### src/rtl/dcci_map.svh
/*
 Constants of the DDR2 command and control input front end.
 Assumes inclusion by bare name from every design file that needs them.
*/
// Functional notes
// - Sample address and control on rising true clock, which is mclk here.
// - Read data beats reference both directions of the clock crossing.
// - Clock enable high keeps clocks, input buffers and drivers active; low stops.
// - Enable low with banks idle enters precharge power-down or self refresh.
// - Power-down entry, exit and self-refresh entry are sampled on the clock.
// - Self-refresh exit is seen on the enable rise, without the clock; here state_reg leaves DCCI_SREF only on the next mclk rise.
// - Power-down leaves only clock, termination and clock enable buffers on.
// - Self refresh leaves only the clock enable buffer on.
// - Chip select high on an edge masks that edge's command.
// - Command decodes from row, column, write strobes with chip select.
// - Termination enable registered high switches on internal termination.
// - Termination covers only data, strobes, alternate strobe and mask pins.
// - Termination disabled in ext_mode_reg_1 makes the device ignore termination_enable.
// - Bank select picks bank for activate, read, write, precharge, and mode register.
// - Precharge samples precharge_all_bit: low one bank, high all banks.
// - Write beat discarded when write_mask sampled high with it, both edges.
`ifndef DCCI_MAP_SVH
`define DCCI_MAP_SVH
`define DCCI_CMD_MRS 4'h0
`define DCCI_CMD_REF 4'h1
`define DCCI_CMD_PRE 4'h2
`define DCCI_CMD_ACT 4'h3
`define DCCI_CMD_WR 4'h4
`define DCCI_CMD_RD 4'h5
`define DCCI_CMD_NOP 4'h7
`define DCCI_CMD_DESEL 4'h8
`define DCCI_BANKS_DEF 8
`define DCCI_BANK_W_DEF 3
`define DCCI_ADDR_W_DEF 14
`define DCCI_PALL_BIT 10
`define DCCI_TERM_PINS_X8 4'h3
`define DCCI_TERM_PINS_X16 4'hc
`define DCCI_MASK_LO 2'h1
`define DCCI_MASK_HI 2'h2
`endif

### src/rtl/dcci_pkg.sv
/*
 Types of the DDR2 command and control input front end.
 Assumes no surroundings beyond the tool's package support.
*/
package dcci_pkg;
    typedef enum logic [1:0] {
        DCCI_ACTIVE = 2'h0,
        DCCI_PDOWN = 2'h1,
        DCCI_SREF = 2'h3
    } dcci_state_type;
endpackage

### src/rtl/dcci_cmd_decode.sv
/*
 Registered command decoder of the command input front end.
 Assumes sample_en is driven by the input buffer enable.
*/
`timescale 1ns/10ps
`default_nettype none
`include "dcci_map.svh"
module dcci_cmd_decode
    import dcci_pkg::*;
(
    input wire logic mclk,
    input wire logic reset,
    input wire logic sample_en,
    input wire logic chip_select_n,
    input wire logic row_strobe_n,
    input wire logic column_strobe_n,
    input wire logic write_strobe_n,
    output logic [3:0] cmd_reg
);
    function automatic logic [3:0] dcci_decode(input logic cs_n, input logic [2:0] rcw);
        logic [3:0] code;
        code = {1'b0, rcw};
        if (cs_n) begin
            code = `DCCI_CMD_DESEL;
        end
        return code;
    endfunction

    always_ff @(posedge mclk) begin
        if (reset) begin
            cmd_reg <= `DCCI_CMD_DESEL;
        end else if (sample_en) begin
            cmd_reg <= dcci_decode(chip_select_n,
                {row_strobe_n, column_strobe_n, write_strobe_n});
        end else begin
            cmd_reg <= `DCCI_CMD_DESEL;
        end
    end

    property p_desel;
        @(posedge mclk) disable iff (reset)
        (sample_en && chip_select_n) |=> (cmd_reg == `DCCI_CMD_DESEL);
    endproperty
    a_desel: assert property (p_desel) else $error("selected-off command not masked");

    property p_nop;
        @(posedge mclk) disable iff (reset)
        (sample_en && !chip_select_n && row_strobe_n && column_strobe_n && write_strobe_n)
            |=> (cmd_reg == `DCCI_CMD_NOP);
    endproperty
    a_nop: assert property (p_nop) else $error("nop not decoded");
endmodule
`default_nettype wire

### src/rtl/dcci_term_ctrl.sv
/*
 On-die termination control of the command input front end.
 Assumes width code and termination mode come from mode register logic.
*/
`timescale 1ns/10ps
`default_nettype none
`include "dcci_map.svh"
module dcci_term_ctrl
    import dcci_pkg::*;
(
    input wire logic mclk,
    input wire logic reset,
    input wire logic sample_en,
    input wire logic termination_enable,
    input wire logic term_allowed,
    input wire logic wide_part,
    output logic term_on_reg,
    output logic [3:0] term_pins_reg
);
    always_ff @(posedge mclk) begin
        if (reset) begin
            term_on_reg <= 1'b0;
        end else if (!term_allowed) begin
            // Mode bit wins even while the pin buffer is off
            term_on_reg <= 1'b0;
        end else if (sample_en) begin
            term_on_reg <= termination_enable;
        end
    end

    // Pin groups: bit0 data, bit1 strobe+mask (x4/x8); bit2,3 byte lanes (x16)
    always_ff @(posedge mclk) begin
        if (reset) begin
            term_pins_reg <= 4'h0;
        end else begin
            term_pins_reg <= wide_part ? `DCCI_TERM_PINS_X16 : `DCCI_TERM_PINS_X8;
        end
    end

    property p_term_ignored;
        @(posedge mclk) disable iff (reset)
        !term_allowed |=> !term_on_reg;
    endproperty
    a_term_ignored: assert property (p_term_ignored) else $error("termination not ignored");
endmodule
`default_nettype wire

### src/rtl/dcci_front_end.sv
/*
 Command and control input front end of a DDR2 memory device: power state,
 input buffer gating, command decode, bank and precharge capture, write mask.
 Assumes mclk is the device's internal view of the true clock rising crossing.
*/
`timescale 1ns/10ps
`default_nettype none
`include "dcci_map.svh"
module dcci_front_end
    import dcci_pkg::*;
#(
    parameter int BANKS = `DCCI_BANKS_DEF,
    parameter int BANK_W = `DCCI_BANK_W_DEF,
    parameter int ADDR_W = `DCCI_ADDR_W_DEF
) (
    input wire logic mclk,
    input wire logic reset,
    input wire logic clock_enable_in,
    input wire logic chip_select_n,
    input wire logic row_strobe_n,
    input wire logic column_strobe_n,
    input wire logic write_strobe_n,
    input wire logic [BANK_W-1:0] bank_select,
    input wire logic [ADDR_W-1:0] address,
    input wire logic termination_enable,
    input wire logic term_allowed,
    input wire logic wide_part,
    input wire logic [1:0] write_mask,
    input wire logic [1:0] write_beat_valid,
    output logic [1:0] power_state_reg,
    output logic clocks_active,
    output logic buf_main_en,
    output logic buf_clk_term_en,
    output logic [3:0] cmd_reg,
    output logic [BANK_W-1:0] bank_reg,
    output logic [ADDR_W-1:0] addr_reg,
    output logic [BANKS-1:0] precharge_banks_reg,
    output logic [BANKS-1:0] open_banks_reg,
    output logic term_on_reg,
    output logic [3:0] term_pins_reg,
    output logic [1:0] beat_write_reg,
    output logic read_beat_both_edges
);
    if (BANKS != (1 << BANK_W) || ADDR_W <= `DCCI_PALL_BIT) begin : g_width_check
        $error("dcci_front_end: bank or address width unsupported");
    end

    dcci_state_type state_reg;
    dcci_state_type state_next;
    logic sref_exit;
    logic all_idle;

    ////////////////////////////////////////////////////////////////////////////
    // Power state

    assign all_idle = (open_banks_reg == '0);
    // Self-refresh exit is the level of the enable pin, not a clocked sample
    assign sref_exit = (state_reg == DCCI_SREF) && clock_enable_in;

    always_comb begin
        state_next = state_reg;
        case (state_reg)
            DCCI_ACTIVE: begin
                if (!clock_enable_in) begin
                    if (all_idle && cmd_reg == `DCCI_CMD_REF) begin
                        state_next = DCCI_SREF;
                    end else begin
                        state_next = DCCI_PDOWN;
                    end
                end
            end
            DCCI_PDOWN: begin
                if (clock_enable_in) begin
                    state_next = DCCI_ACTIVE;
                end
            end
            DCCI_SREF: begin
                if (sref_exit) begin
                    state_next = DCCI_ACTIVE;
                end
            end
            default: begin
                state_next = DCCI_ACTIVE;
            end
        endcase
    end

    always_ff @(posedge mclk) begin
        if (reset) begin
            state_reg <= DCCI_ACTIVE;
        end else begin
            state_reg <= state_next;
        end
    end

    assign power_state_reg = state_reg;
    // Clock enable low stops clocks, main input buffers and drivers at once
    assign clocks_active = (state_reg == DCCI_ACTIVE) && clock_enable_in;
    assign buf_main_en = clocks_active;
    assign buf_clk_term_en = (state_reg != DCCI_SREF);
    // Both crossings of the clock pair carry a read beat
    assign read_beat_both_edges = clocks_active;

    ////////////////////////////////////////////////////////////////////////////
    // Command, bank and address capture

    dcci_cmd_decode u_dec (
        .mclk(mclk),
        .reset(reset),
        .sample_en(buf_main_en),
        .chip_select_n(chip_select_n),
        .row_strobe_n(row_strobe_n),
        .column_strobe_n(column_strobe_n),
        .write_strobe_n(write_strobe_n),
        .cmd_reg(cmd_reg)
    );

    always_ff @(posedge mclk) begin
        if (reset) begin
            bank_reg <= '0;
            addr_reg <= '0;
        end else if (buf_main_en) begin
            bank_reg <= bank_select;
            addr_reg <= address;
        end
    end

    // Bank bookkeeping acts on the command registered one edge earlier
    always_ff @(posedge mclk) begin
        if (reset) begin
            precharge_banks_reg <= '0;
        end else if (cmd_reg == `DCCI_CMD_PRE) begin
            if (addr_reg[`DCCI_PALL_BIT]) begin
                precharge_banks_reg <= '1;
            end else begin
                precharge_banks_reg <= BANKS'(1) << bank_reg;
            end
        end else begin
            precharge_banks_reg <= '0;
        end
    end

    always_ff @(posedge mclk) begin
        if (reset) begin
            open_banks_reg <= '0;
        end else if (cmd_reg == `DCCI_CMD_ACT) begin
            open_banks_reg <= open_banks_reg | (BANKS'(1) << bank_reg);
        end else if (cmd_reg == `DCCI_CMD_PRE) begin
            if (addr_reg[`DCCI_PALL_BIT]) begin
                open_banks_reg <= '0;
            end else begin
                open_banks_reg <= open_banks_reg & ~(BANKS'(1) << bank_reg);
            end
        end
    end

    ////////////////////////////////////////////////////////////////////////////
    // Termination and write mask

    dcci_term_ctrl u_term (
        .mclk(mclk),
        .reset(reset),
        .sample_en(buf_clk_term_en),
        .termination_enable(termination_enable),
        .term_allowed(term_allowed),
        .wide_part(wide_part),
        .term_on_reg(term_on_reg),
        .term_pins_reg(term_pins_reg)
    );

    // Bit 0 is the rising strobe beat, bit 1 the falling one
    always_ff @(posedge mclk) begin
        if (reset) begin
            beat_write_reg <= 2'h0;
        end else begin
            beat_write_reg <= write_beat_valid & ~write_mask;
        end
    end

    ////////////////////////////////////////////////////////////////////////////
    // Checks

    property p_pdown_entry;
        @(posedge mclk) disable iff (reset)
        (state_reg == DCCI_ACTIVE && !clock_enable_in && !all_idle)
            |=> (state_reg == DCCI_PDOWN);
    endproperty
    a_pdown_entry: assert property (p_pdown_entry) else $error("no active power-down");

    property p_sync_exit;
        @(posedge mclk) disable iff (reset)
        (state_reg == DCCI_PDOWN && clock_enable_in) |=> (state_reg == DCCI_ACTIVE);
    endproperty
    a_sync_exit: assert property (p_sync_exit) else $error("power-down exit missed");

    property p_sref_exit;
        @(posedge mclk) disable iff (reset)
        (state_reg == DCCI_SREF && clock_enable_in) |-> !clocks_active ##1 (state_reg == DCCI_ACTIVE);
    endproperty
    a_sref_exit: assert property (p_sref_exit) else $error("self-refresh exit missed");

    property p_buf_sref;
        @(posedge mclk) disable iff (reset)
        (state_reg == DCCI_SREF) |-> (!buf_main_en && !buf_clk_term_en);
    endproperty
    a_buf_sref: assert property (p_buf_sref) else $error("buffers on in self refresh");

    property p_buf_pdown;
        @(posedge mclk) disable iff (reset)
        (state_reg == DCCI_PDOWN) |-> (!buf_main_en && buf_clk_term_en);
    endproperty
    a_buf_pdown: assert property (p_buf_pdown) else $error("wrong buffers in power-down");

    property p_pre_all;
        @(posedge mclk) disable iff (reset)
        (cmd_reg == `DCCI_CMD_PRE && addr_reg[`DCCI_PALL_BIT]) |=> (open_banks_reg == '0);
    endproperty
    a_pre_all: assert property (p_pre_all) else $error("precharge all left a bank open");

    property p_mask;
        @(posedge mclk) disable iff (reset)
        write_mask[0] |=> !beat_write_reg[0];
    endproperty
    a_mask: assert property (p_mask) else $error("masked beat written");

    property p_cke_low;
        @(posedge mclk) disable iff (reset)
        !clock_enable_in |-> !clocks_active;
    endproperty
    a_cke_low: assert property (p_cke_low) else $error("clocks active with enable low");

    property p_sref_entry;
        @(posedge mclk) disable iff (reset)
        (state_reg == DCCI_ACTIVE && !clock_enable_in && all_idle && cmd_reg == `DCCI_CMD_REF)
            |=> (state_reg == DCCI_SREF);
    endproperty
    a_sref_entry: assert property (p_sref_entry) else $error("no self refresh");

    property p_pchg_pdown;
        @(posedge mclk) disable iff (reset)
        (state_reg == DCCI_ACTIVE && !clock_enable_in && all_idle && cmd_reg != `DCCI_CMD_REF)
            |=> (state_reg == DCCI_PDOWN);
    endproperty
    a_pchg_pdown: assert property (p_pchg_pdown) else $error("no power-down");

    property p_pdown_hold;
        @(posedge mclk) disable iff (reset)
        (state_reg == DCCI_PDOWN && !clock_enable_in) |=> (state_reg == DCCI_PDOWN);
    endproperty
    a_pdown_hold: assert property (p_pdown_hold) else $error("left power-down");

    property p_sref_hold;
        @(posedge mclk) disable iff (reset)
        (state_reg == DCCI_SREF && !clock_enable_in) |=> (state_reg == DCCI_SREF);
    endproperty
    a_sref_hold: assert property (p_sref_hold) else $error("left self refresh");

    property p_cmd_off;
        @(posedge mclk) disable iff (reset)
        (state_reg != DCCI_ACTIVE) |=> (cmd_reg == `DCCI_CMD_DESEL);
    endproperty
    a_cmd_off: assert property (p_cmd_off) else $error("command while off");

    property p_addr_hold;
        @(posedge mclk) disable iff (reset)
        !buf_main_en |=> ($stable(addr_reg) && $stable(bank_reg));
    endproperty
    a_addr_hold: assert property (p_addr_hold) else $error("address taken while off");

    property p_act_opens;
        @(posedge mclk) disable iff (reset)
        (cmd_reg == `DCCI_CMD_ACT) |=> open_banks_reg[$past(bank_reg)];
    endproperty
    a_act_opens: assert property (p_act_opens) else $error("activated bank not open");

    property p_pre_one;
        @(posedge mclk) disable iff (reset)
        (cmd_reg == `DCCI_CMD_PRE && !addr_reg[`DCCI_PALL_BIT])
            |=> ($onehot(precharge_banks_reg) && !open_banks_reg[$past(bank_reg)]);
    endproperty
    a_pre_one: assert property (p_pre_one) else $error("single precharge wrong");

    property p_mask_hi;
        @(posedge mclk) disable iff (reset)
        write_mask[1] |=> !beat_write_reg[1];
    endproperty
    a_mask_hi: assert property (p_mask_hi) else $error("masked beat 1 written");

    property p_beat_kept;
        @(posedge mclk) disable iff (reset)
        (write_beat_valid[0] && !write_mask[0]) |=> beat_write_reg[0];
    endproperty
    a_beat_kept: assert property (p_beat_kept) else $error("unmasked beat lost");

    property p_cke_high;
        @(posedge mclk) disable iff (reset)
        (state_reg == DCCI_ACTIVE && clock_enable_in) |-> (clocks_active && buf_main_en);
    endproperty
    a_cke_high: assert property (p_cke_high) else $error("clocks stopped");

    property p_term_pdown;
        @(posedge mclk) disable iff (reset)
        (state_reg == DCCI_PDOWN)
            |=> (term_on_reg == ($past(termination_enable) && $past(term_allowed)));
    endproperty
    a_term_pdown: assert property (p_term_pdown) else $error("termination frozen");

    property p_term_sref;
        @(posedge mclk) disable iff (reset)
        (state_reg == DCCI_SREF && term_allowed) |=> $stable(term_on_reg);
    endproperty
    a_term_sref: assert property (p_term_sref) else $error("termination moved");
endmodule
`default_nettype wire

### config.mk
export PLATFORM = sky130hd
export DESIGN_NAME = dcci_front_end
export DESIGN_NICKNAME = d
export VERILOG_FILES = /design/src/rtl/dcci_pkg.sv /design/src/rtl/dcci_cmd_decode.sv /design/src/rtl/dcci_term_ctrl.sv /design/src/rtl/dcci_front_end.sv
export VERILOG_INCLUDE_DIRS = /design/src /design/src/rtl
export SDC_FILE = /design/constraint.sdc
export NUM_CORES = 1
export LEC_CHECK = 0
export BUFFER_PORTS_ARGS = -buffer_cell sky130_fd_sc_hd__buf_2
export CORE_UTILIZATION = 40
export CTS_BUF_LIST = sky130_fd_sc_hd__clkbuf_16
export DETAILED_ROUTE_END_ITERATION = 8
export PLACE_DENSITY = 0.72
export SLEW_MARGIN = 30
export SYNTH_ARGS = -nofsm -noshare
export SYNTH_HDL_FRONTEND = slang
export SYNTH_SLANG_ARGS = --single-unit
### constraint.sdc
create_clock -name mclk -period 1.7 [get_ports mclk]
set_clock_uncertainty 0.2 [all_clocks]
set_input_delay 0.17 -clock mclk [delete_from_list [all_inputs] [get_ports mclk]]
set_output_delay 0.17 -clock mclk [all_outputs]
set_load 0.1 [all_outputs]
---- Word-level counts from Yosys, hierarchy flattened ----
Cells that the tools add are included.
word-level totals
  output and inout bits ................... 50
  word-level logic and storage cells ...... 50
  bits in latches ......................... 0
  memory bits (read-only) ................. 0
  RAM bits ................................ 0
  input port bits ......................... 31
  bits in registers ....................... 46
  memories kept ........................... 0
operators by class
  $mul .................................... 0
  equal/unequal tests ..................... 9
  $lt $le $gt $ge ......................... 0
  reductions and logical operators ........ 11
  divide/modulo/power cells ............... 0
  bitwise logic cells ..................... 8
  multiplexer cells ....................... 11
  shift operators ......................... 1
  $add $sub $neg .......................... 0
operators by type and width
  cell                 count
  $mux 8               4
  $and 8x8->8          1
  $eq 4x2->1 const B   2
  $logic_not 8->1      1
  $mux 2               4
  $mux 4               2
  $ne 2x2->1 const B   4
  $not 8->8            1
  $or 8x8->8           1
  $shl 1x3->8 const A  1
  $pmux 2 s3           1
  $reduce_or 2->1      3
  $eq 4x1->1 const B   1
  $logic_and 1x1->1    3
  $not 1->1            3
  $reduce_and 3->1     1
  $reduce_or 3->1      1
  $and 2x2->2          1
  $eq 2x1->1 const B   1
  $eq 2x2->1 const B   1
  $logic_not 2->1      1
  $not 2->2            1
  $reduce_bool 2->1    1

---- Logic depth before layout (Yosys ltp) ----
Gate-level depths: netlist (run 1).
  word-level depth ........................ 6
  mapped depth ............................ 6

---- Cells and area by module ----
A second synthesis (run 1) with hierarchy kept.
unflattened totals
  cells, all modules ...................... 180
  area, all modules ....................... 1645.3 um^2
by module, submodules not included
  module           instances  cells each  seq. area each (um^2)  area an instance (um^2)
  dcci_front_end   1          163         740.7                  1411.4
  dcci_cmd_decode  1          8           80.1                   126.4
  dcci_term_ctrl   1          9           60.1                   107.6

---- Worst setup path before layout (run 1) ----
No wires, ideal clock.
  kind .................................... reg-to-output
  start ................................... register state_reg[1] (netlist: power_state_reg[1])
  end ..................................... output clocks_active
  path buffers ............................ 3
  cell stages (with the launch flop) ...... 6
  arrival time ............................ 2.335 ns
  setup slack ............................. -1.005 ns
  cell sequence ........................... dfxtp_1 > or3b_1 > buf_2 > inv_2 > buf_2 > buf_4
on the way
  word-level cells in the longest chain between the ends .. 2
RTL lines
  element                   line                  RTL
  start: declaration        dcci_front_end.sv:48  dcci_state_type state_reg;
  start signal: assignment  dcci_front_end.sv:92  state_reg <= state_next;
  $logic_not 2->1           dcci_front_end.sv:98  assign clocks_active = (state_reg == DCCI_ACTIVE) && clock_enable_in;
  $logic_and 1x1->1         dcci_front_end.sv:98
  end: declaration          dcci_front_end.sv:31  output logic clocks_active,
No other way between the ends.

---- Worst setup path after layout (run 1) ----
  start ................................... register state_reg[0] (netlist: power_state_reg[0])
  end ..................................... output read_beat_both_edges
on the way
  word-level cells in the longest chain between the ends .. 2
RTL lines
  element            line                  RTL
  $logic_not 2->1    dcci_front_end.sv:98
  $logic_and 1x1->1  dcci_front_end.sv:98
  end: declaration   dcci_front_end.sv:42  output logic read_beat_both_edges
No other way between the ends.

==> results of run 1 <==
## cell usage after synthesis, types with 2 or more instances
library cell	number	share of area [%]
and2_1	3	1.2
inv_1	3	0.69
nor4_1	2	0.77
nand2_1	35	8.1
a21oi_2	6	3.2
nor2_1	6	1.4
or3b_2	3	1.6
dfxtp_1	44	54
a21oi_1	29	8.9
nor2b_1	3	1.2
buf_2	3	0.92
a211oi_1	2	0.92
nor4b_1	2	1.1
buf_4	4	1.8
nor3_1	10	3.1
clkbuf_1	9	2.1
nor3b_1	3	1.4
nand3b_1	3	1.4
a31oi_1	3	1.2
## metrics by stage
stage	TNS [ns]	hold slack, ns
2_1_floorplan	-1.374	0.02931
4_1_cts	-0.001824	0.01270
3_3_place_gp	0	0.1307
6_report	0	0.01315
3_5_place_dp	0	0.1352
5_1_grt	-0.05164	0.01857
## timing repair
item	in CTS	in global routing
hold buffers	28	0
pin swaps	1	1
gates cloned	1	0
resized for setup	1	2
hold endpoints to repair	28	0
setup buffers	4	0
endpoints found under the setup margin	3	11
## cell usage in the layout (no fill, tap or decap), types with 4 or more instances in the layout
master and instances:
dfxtp_1 32, a21oi_1 29, nand2_1 32, nor3_1 9
nor2_1 6, inv_1 4, a21oi_2 6, buf_2 77
buf_4 11, dfxtp_4 9, clkbuf_16 6, dlygate4sd3_1 28
## worst min-delay path, cell delays in order
cell and delay, ns:
buf_2 0.10, mux2i_1 0.12, nor3b_1 0.06
## cell families (layout without fill, tap and decap cells)
group | count (synthesis) | in the layout | share of synthesized area, %
compound gates | 41 | 41 | 14.81
buf+inv | 21 | 132 | 6.446
flops | 44 | 44 | 54.03
mux | 1 | 1 | 0.6140
simple gates | 76 | 76 | 24.10
## area by class of cell
| class | count | area, um2 | area share [%] |
|---|---|---|---|
| Clock buffer | 6 | 150.1 | 5.629 |
| Clock inverter | 2 | 33.78 | 1.266 |
| Inverter | 4 | 22.52 | 0.8443 |
| Multi-Input combinational cell | 118 | 668.1 | 25.05 |
| Sequential cell | 44 | 918.4 | 34.43 |
| Tap cell | 48 | 60.06 | 2.251 |
| Timing Repair Buffer | 119 | 808.3 | 30.30 |
| Timing Repair inverter | 1 | 6.256 | 0.2345 |
## path summary, 6_finish.rpt
check,start,to,slack [ns]
min,termination_enable,u_term.term_on_reg,0.01
max reg2reg,u_dec.cmd_reg[0],open_banks_reg[0],0.07
min reg2reg,addr_reg[5],addr_reg[5],0.25
max,power_state_reg[0],read_beat_both_edges,0.005
## layer usage
metal	vias up	track usage, %
met5	-	0
met4	0	9.783
met3	10	4.655
met2	62	34.95
met1	741	24.46
li1	833	-
## power groups by stage
stage	clock (uW)	sequential, uW	combinational [uW]
6_report	1160	1080	552
5_1_grt	1220	1080	579
3_5_place_dp	0	1100	489
2_1_floorplan	0	1330	177
4_1_cts	1170	1080	550
3_3_place_gp	0	1100	488
==> metrics.txt, run 1 <==
# TYPE chip_impl_metric gauge
chip_impl_info{name="highest_layer",value="met4"} 1
chip_impl_metric{name="whs_path_depth",unit=""} 3
chip_impl_metric{name="share_of_final_layout_standard_cells_stronger_than_drive_strength_1",unit="%"} 44.56
chip_impl_metric{name="cp_num_buf_inv",unit=""} 2
chip_impl_metric{name="layout.core_utilization",unit="%"} 70.74
chip_impl_metric{name="ys_async_sr_fraction",unit="%"} 0
chip_impl_info{name="critical_path_source_type",value="flip-flop"} 1
chip_impl_metric{name="io_pins",unit=""} 81
chip_impl_metric{name="met3_length",unit="um"} 247
chip_impl_metric{name="wirelength_met1",unit="mm"} 1.821
chip_impl_info{name="path_cells",value="or3b_4, inv_8, buf_12"} 1
chip_impl_metric{name="post_drt_wl_per_cell",unit="um"} 12.12
chip_impl_info{name="min-delay-path-class",value="in2reg"} 1
chip_impl_metric{name="drt_pre_antenna_iters",unit=""} 4
chip_impl_metric{name="die_height",unit="um"} 65.84
chip_impl_metric{name="initial_utilization",unit="%"} 43.23
chip_impl_metric{name="seq_power_share",unit="%"} 38.6
chip_impl_info{name="clock_tree.root_cell",value="clkbuf_16"} 1
chip_impl_metric{name="ff2ff_path_depth",unit=""} 4
chip_impl_metric{name="global_route.usage.total",unit="%"} 20.65
chip_impl_metric{name="timing.final.ws_setup",unit="ns"} 0.004632
chip_impl_metric{name="wire_length_of_the_first_global_routing_pass",unit="mm"} 6.706
chip_impl_metric{name="num-fill-cells",unit=""} 299
chip_impl_metric{name="cp.depth",unit=""} 3
chip_impl_metric{name="fp.dieW",unit="um"} 65.84
chip_impl_metric{name="drt-vias-per-instance",unit=""} 4.813
chip_impl_metric{name="drt-initial-drc-count",unit=""} 116
chip_impl_metric{name="antenna-diode-count",unit=""} 0
chip_impl_metric{name="drv_cap",unit=""} 0
chip_impl_metric{name="final_nets",unit=""} 324
chip_impl_metric{name="num_vias",unit=""} 1646
chip_impl_metric{name="die_area",unit="mm2"} 0.004335
chip_impl_info{name="synth_flop_cell",value="dfxtp_1"} 1
chip_impl_metric{name="switchingPower",unit="uW"} 806.5
chip_impl_metric{name="timing_worst_slew_pin_value",unit="ns"} 0.4940
chip_impl_metric{name="maxSlewViolCount",unit=""} 0
chip_impl_metric{name="wl_met2",unit="mm"} 1.998
chip_impl_metric{name="via_count_of_the_first_global_routing_pass",unit=""} 1551
chip_impl_metric{name="synthToLayoutAreaGrowth",unit="%"} 63.62
chip_impl_metric{name="grt_ovf",unit=""} 0
chip_impl_metric{name="flop_and_latch_count_out_of_synthesis",unit=""} 44
chip_impl_metric{name="gp_routability_congestion",unit=""} 0.8160
chip_impl_metric{name="count_of_flip_flops_with_a_built_in_enable_after_synthesis",unit=""} 0
chip_impl_metric{name="netlist_instances",unit=""} 183
chip_impl_metric{name="timing.final.crit_share",unit="%"} 99.73
chip_impl_metric{name="grt_max_degree",unit=""} 21
chip_impl_metric{name="finalHoldViolCount",unit=""} 0
chip_impl_info{name="cts_tree",value="yes"} 1
chip_impl_metric{name="placement.io_buffers",unit=""} 80
chip_impl_metric{name="power.share.switching",unit="%"} 28.86
chip_impl_metric{name="dpl_worst_slack",unit="ns"} 0.03451
chip_impl_metric{name="critPathMaxFanout",unit=""} 5
chip_impl_metric{name="drt-total-wl",unit="mm"} 4.145
chip_impl_metric{name="p_leak",unit="uW"} 0.001212
chip_impl_metric{name="cts_num_sinks",unit=""} 44
chip_impl_metric{name="maxClockFrequency",unit="MHz"} 589.8
chip_impl_info{name="grt_setup_unrepaired",value="true"} 1
chip_impl_metric{name="grt_antenna_before_repair",unit=""} 0
chip_impl_metric{name="syn-num-nets",unit=""} 214
chip_impl_metric{name="route.antenna.remaining_nets",unit=""} 0
chip_impl_info{name="cp-end-kind",value="output port"} 1
chip_impl_metric{name="syn_area",unit="mm2"} 0.001630
chip_impl_metric{name="power.internal",unit="uW"} 1988
chip_impl_metric{name="clockBufferDepth",unit=""} 2
chip_impl_metric{name="worst_ep_arrival_time",unit="ns"} 1.33
chip_impl_metric{name="num_rows",unit=""} 22
chip_impl_metric{name="normalized_max_slew_margin",unit="%"} 67.30
chip_impl_metric{name="clock_tree.htree_level_count",unit=""} 2
chip_impl_info{name="crit_family",value="simple AND/OR/NAND/NOR gates"} 1
chip_impl_metric{name="numCtsBuffers",unit=""} 5
chip_impl_metric{name="p_comb_share",unit="%"} 19.7
chip_impl_metric{name="slowest_delay",unit="ns"} 0.43
chip_impl_metric{name="worstSkewPairLatency",unit="ns"} 0.29
chip_impl_metric{name="ir_drop",unit="uV"} 651.4
chip_impl_metric{name="yosys_warnings",unit=""} 0
chip_impl_metric{name="power.density_cell_area",unit="mW/mm2"} 1047
chip_impl_metric{name="synthDistinctLibCells",unit=""} 29
chip_impl_metric{name="stdcell_count",unit=""} 342
chip_impl_metric{name="synthesis.area_per_instance",unit="um2"} 8.909
chip_impl_metric{name="design.core.area",unit="mm2"} 0.003771
chip_impl_info{name="run_status",value="complete, no violations"} 1
chip_impl_info{name="critical-path-slowest-cell",value="or3b_4"} 1
chip_impl_metric{name="post-place-cells",unit=""} 301
chip_impl_metric{name="clk_transition_reported_paths",unit="ns"} 0.06
chip_impl_metric{name="fin_crit",unit="ns"} 1.695
chip_impl_metric{name="final_cell_area",unit="mm2"} 0.002668
chip_impl_metric{name="placed_cell_area",unit="mm2"} 0.002157
chip_impl_metric{name="place.detailed.hpwl",unit="mm"} 2.646
chip_impl_metric{name="largest_reg_flops",unit=""} 14
chip_impl_metric{name="yosysSeqAreaShare",unit="%"} 54.03
chip_impl_metric{name="remaining_drc_errors",unit=""} 0
chip_impl_metric{name="fin_total_pwr",unit="uW"} 2794
chip_impl_metric{name="finalSetupViolations",unit=""} 0
chip_impl_metric{name="power.share.clock",unit="%"} 41.6
chip_impl_metric{name="required",unit="ns"} 1.33
chip_impl_info{name="path_class",value="reg2out"} 1
(Power assumes the default switching activity.)
==> run 2: changes to the inputs <==
PLACE_DENSITY = 0.74   (was 0.72)
==> run 2 against run 1 <==
  * Non-clock buffer count unchanged
  * Worst hold slack better by 0.0056 ns
  * Register-to-register slack about the same
  * Critical path type unchanged
  * Critical endpoint unchanged
  * Largest power group is now registers
==> metrics.txt, run 2 (synthesis results as in run 1) <==
# TYPE chip_impl_metric gauge
chip_impl_metric{name="finalHoldViolCount",unit=""} 0
chip_impl_metric{name="final_cell_area",unit="mm2"} 0.002625
chip_impl_metric{name="gp_routability_congestion",unit=""} 0.7580
chip_impl_info{name="cts_tree",value="yes"} 1
chip_impl_metric{name="finalSetupTns",unit="ns"} 0
chip_impl_metric{name="wire_length_of_the_first_global_routing_pass",unit="mm"} 7.182
chip_impl_metric{name="die_height",unit="um"} 65.84
chip_impl_metric{name="timing_worst_slew_pin_value",unit="ns"} 0.4956
chip_impl_metric{name="design.core.area",unit="mm2"} 0.003771
chip_impl_metric{name="seq_power_share",unit="%"} 42.8
chip_impl_info{name="most_common_cell_after_layout_fill_and_taps_aside",value="buf_2"} 1
chip_impl_metric{name="drt_pre_antenna_iters",unit=""} 4
chip_impl_info{name="critical_path_source_type",value="flip-flop"} 1
chip_impl_metric{name="via_count_of_the_first_global_routing_pass",unit=""} 1566
chip_impl_info{name="path_class",value="reg2out"} 1
chip_impl_info{name="grt_setup_unrepaired",value="true"} 1
chip_impl_metric{name="global_route.usage.total",unit="%"} 22.66
chip_impl_info{name="run_status",value="complete, no violations"} 1
chip_impl_metric{name="required",unit="ns"} 1.33
chip_impl_metric{name="maxSlewViolCount",unit=""} 0
chip_impl_metric{name="drt-total-wl",unit="mm"} 4.471
chip_impl_metric{name="switchingPower",unit="uW"} 795.6
chip_impl_metric{name="antenna-diode-count",unit=""} 0
chip_impl_metric{name="worst_ep_arrival_time",unit="ns"} 1.33
chip_impl_metric{name="power.internal",unit="uW"} 1742
chip_impl_metric{name="layout.core_utilization",unit="%"} 69.61
chip_impl_info{name="highest_layer",value="met4"} 1
chip_impl_metric{name="drv_cap",unit=""} 0
chip_impl_metric{name="finalSetupViolations",unit=""} 0
chip_impl_metric{name="drt-vias-per-instance",unit=""} 4.912
chip_impl_metric{name="die_area",unit="mm2"} 0.004335
chip_impl_metric{name="fin_crit",unit="ns"} 1.698
chip_impl_metric{name="critPathMaxFanout",unit=""} 5
chip_impl_metric{name="initial_utilization",unit="%"} 43.23
chip_impl_metric{name="wl_met2",unit="mm"} 2.259
chip_impl_metric{name="timing.final.crit_share",unit="%"} 99.88
chip_impl_metric{name="timing.final.ws_setup",unit="ns"} 0.002115
chip_impl_metric{name="placement.io_buffers",unit=""} 80
chip_impl_metric{name="post_drt_wl_per_cell",unit="um"} 13.07
chip_impl_metric{name="num_vias",unit=""} 1680
chip_impl_metric{name="clock_tree.htree_level_count",unit=""} 2
chip_impl_metric{name="grt_antenna_before_repair",unit=""} 0
chip_impl_metric{name="power.share.switching",unit="%"} 31.35
chip_impl_metric{name="grt_ovf",unit=""} 0
chip_impl_metric{name="share_of_final_layout_standard_cells_stronger_than_drive_strength_1",unit="%"} 44.56
chip_impl_metric{name="route.antenna.remaining_nets",unit=""} 0
chip_impl_metric{name="maxClockFrequency",unit="MHz"} 589.0
chip_impl_metric{name="num_rows",unit=""} 22
chip_impl_metric{name="holdWs",unit="ns"} 0.01880
chip_impl_metric{name="dpl_worst_slack",unit="ns"} 0.02998
chip_impl_metric{name="normalized_max_slew_margin",unit="%"} 67.19
chip_impl_metric{name="wirelength_met1",unit="mm"} 1.828
chip_impl_metric{name="grt_max_degree",unit=""} 24
chip_impl_metric{name="remaining_drc_errors",unit=""} 0
chip_impl_metric{name="p_leak",unit="uW"} 0.001196
chip_impl_metric{name="synthToLayoutAreaGrowth",unit="%"} 61.01
chip_impl_metric{name="fp.dieW",unit="um"} 65.84
chip_impl_metric{name="clockBufferDepth",unit=""} 2
chip_impl_metric{name="power.share.clock",unit="%"} 35.5
chip_impl_metric{name="place.detailed.hpwl",unit="mm"} 2.752
chip_impl_metric{name="ir_drop",unit="uV"} 705.2
chip_impl_metric{name="final_nets",unit=""} 324
chip_impl_info{name="final_cell_mix",value="buf_2 (77), nand2_1 (32), dfxtp_1 (32)"} 1
chip_impl_info{name="clock_tree.root_cell",value="clkbuf_16"} 1
chip_impl_info{name="min-delay-path-class",value="in2reg"} 1
chip_impl_metric{name="met3_length",unit="um"} 311
chip_impl_metric{name="p_comb_share",unit="%"} 21.7
chip_impl_metric{name="numCtsBuffers",unit=""} 5
chip_impl_metric{name="num-fill-cells",unit=""} 296
chip_impl_metric{name="largest_reg_flops",unit=""} 14
chip_impl_metric{name="clk_transition_reported_paths",unit="ns"} 0.05
chip_impl_info{name="cp-end-kind",value="output port"} 1
chip_impl_metric{name="power.density_cell_area",unit="mW/mm2"} 966.8
chip_impl_metric{name="io_pins",unit=""} 81
chip_impl_metric{name="placed_cell_area",unit="mm2"} 0.002142
chip_impl_metric{name="worstSkewPairLatency",unit="ns"} 0.28
chip_impl_metric{name="drt-initial-drc-count",unit=""} 77
chip_impl_metric{name="cts_num_sinks",unit=""} 44
## run 2: changes by cell type in the layout (fill, tap and decap cells not counted)
cell and delta:
or4b_4 +1, clkbuf_16 -1, clkinv_2 +1, bufinv_16 -1, inv_1 +1, or4b_1 -1
## run 2: repair_timing
action | CTS | global route
endpoints found under the hold margin | 28 | 0
setup endpoints to repair | 3 | 16
gates cloned | 1 | 0
buffers inserted | 6 | 0
resized for setup | 1 | 3
pin swaps | 1 | 0
hold buffers | 28 | 0
## run 2: power groups by stage
stage / Combinational, uW / Clock (uW) / Sequential (uW)
after floorplan: 177 / 0 / 1330
after global placement: 479 / 0 / 1110
after detailed placement: 481 / 0 / 1110
after CTS: 546 / 919 / 1090
after global routing: 577 / 959 / 1090
final: 551 / 900 / 1090
## run 2: stage by stage
step / total power (uW) / instances
5_1_grt: 2627 / 342
6_report: 2538 / 342
4_1_cts: 2551 / 342
3_3_place_gp: 1584 / 299
3_5_place_dp: 1589 / 299
2_1_floorplan: 1507 / 183
## run 2: worst max-delay path, cell delays in order, from the launching register on
cell and delay (ns):
dfxtp_4 0.34, or3b_4 0.43, inv_8 0.10, buf_12 0.17
## run 2: metal layers
layer | global-route usage [%] | up-vias
li1 | - | 839
met1 | 25.21 | 773
met2 | 39.54 | 62
met3 | 7.241 | 6
met4 | 8.967 | 0
met5 | 0 | -
## run 2: final timing paths
check / start / end / slack, ns / cells after the start
setup reg to reg: u_dec.cmd_reg[0] / open_banks_reg[0] / 0.07 / 4
setup / recovery: power_state_reg[1] / read_beat_both_edges / 0.002 / 3
hold / removal: termination_enable / u_term.term_on_reg / 0.02 / 3
hold reg to reg: addr_reg[0] / addr_reg[0] / 0.25 / 2
## run 2: final cells by class
class | count | area [um2] | area share [%]
sequential | 44 | 918.4 | 34.99
clock inverter | 3 | 12.51 | 0.4766
inverter | 4 | 22.52 | 0.8580
multi-input combinational | 118 | 671.9 | 25.60
tap | 48 | 60.06 | 2.288
timing repair inverter | 1 | 6.256 | 0.2383
timing repair buffer | 119 | 808.3 | 30.79
clock buffer | 5 | 125.1 | 4.766
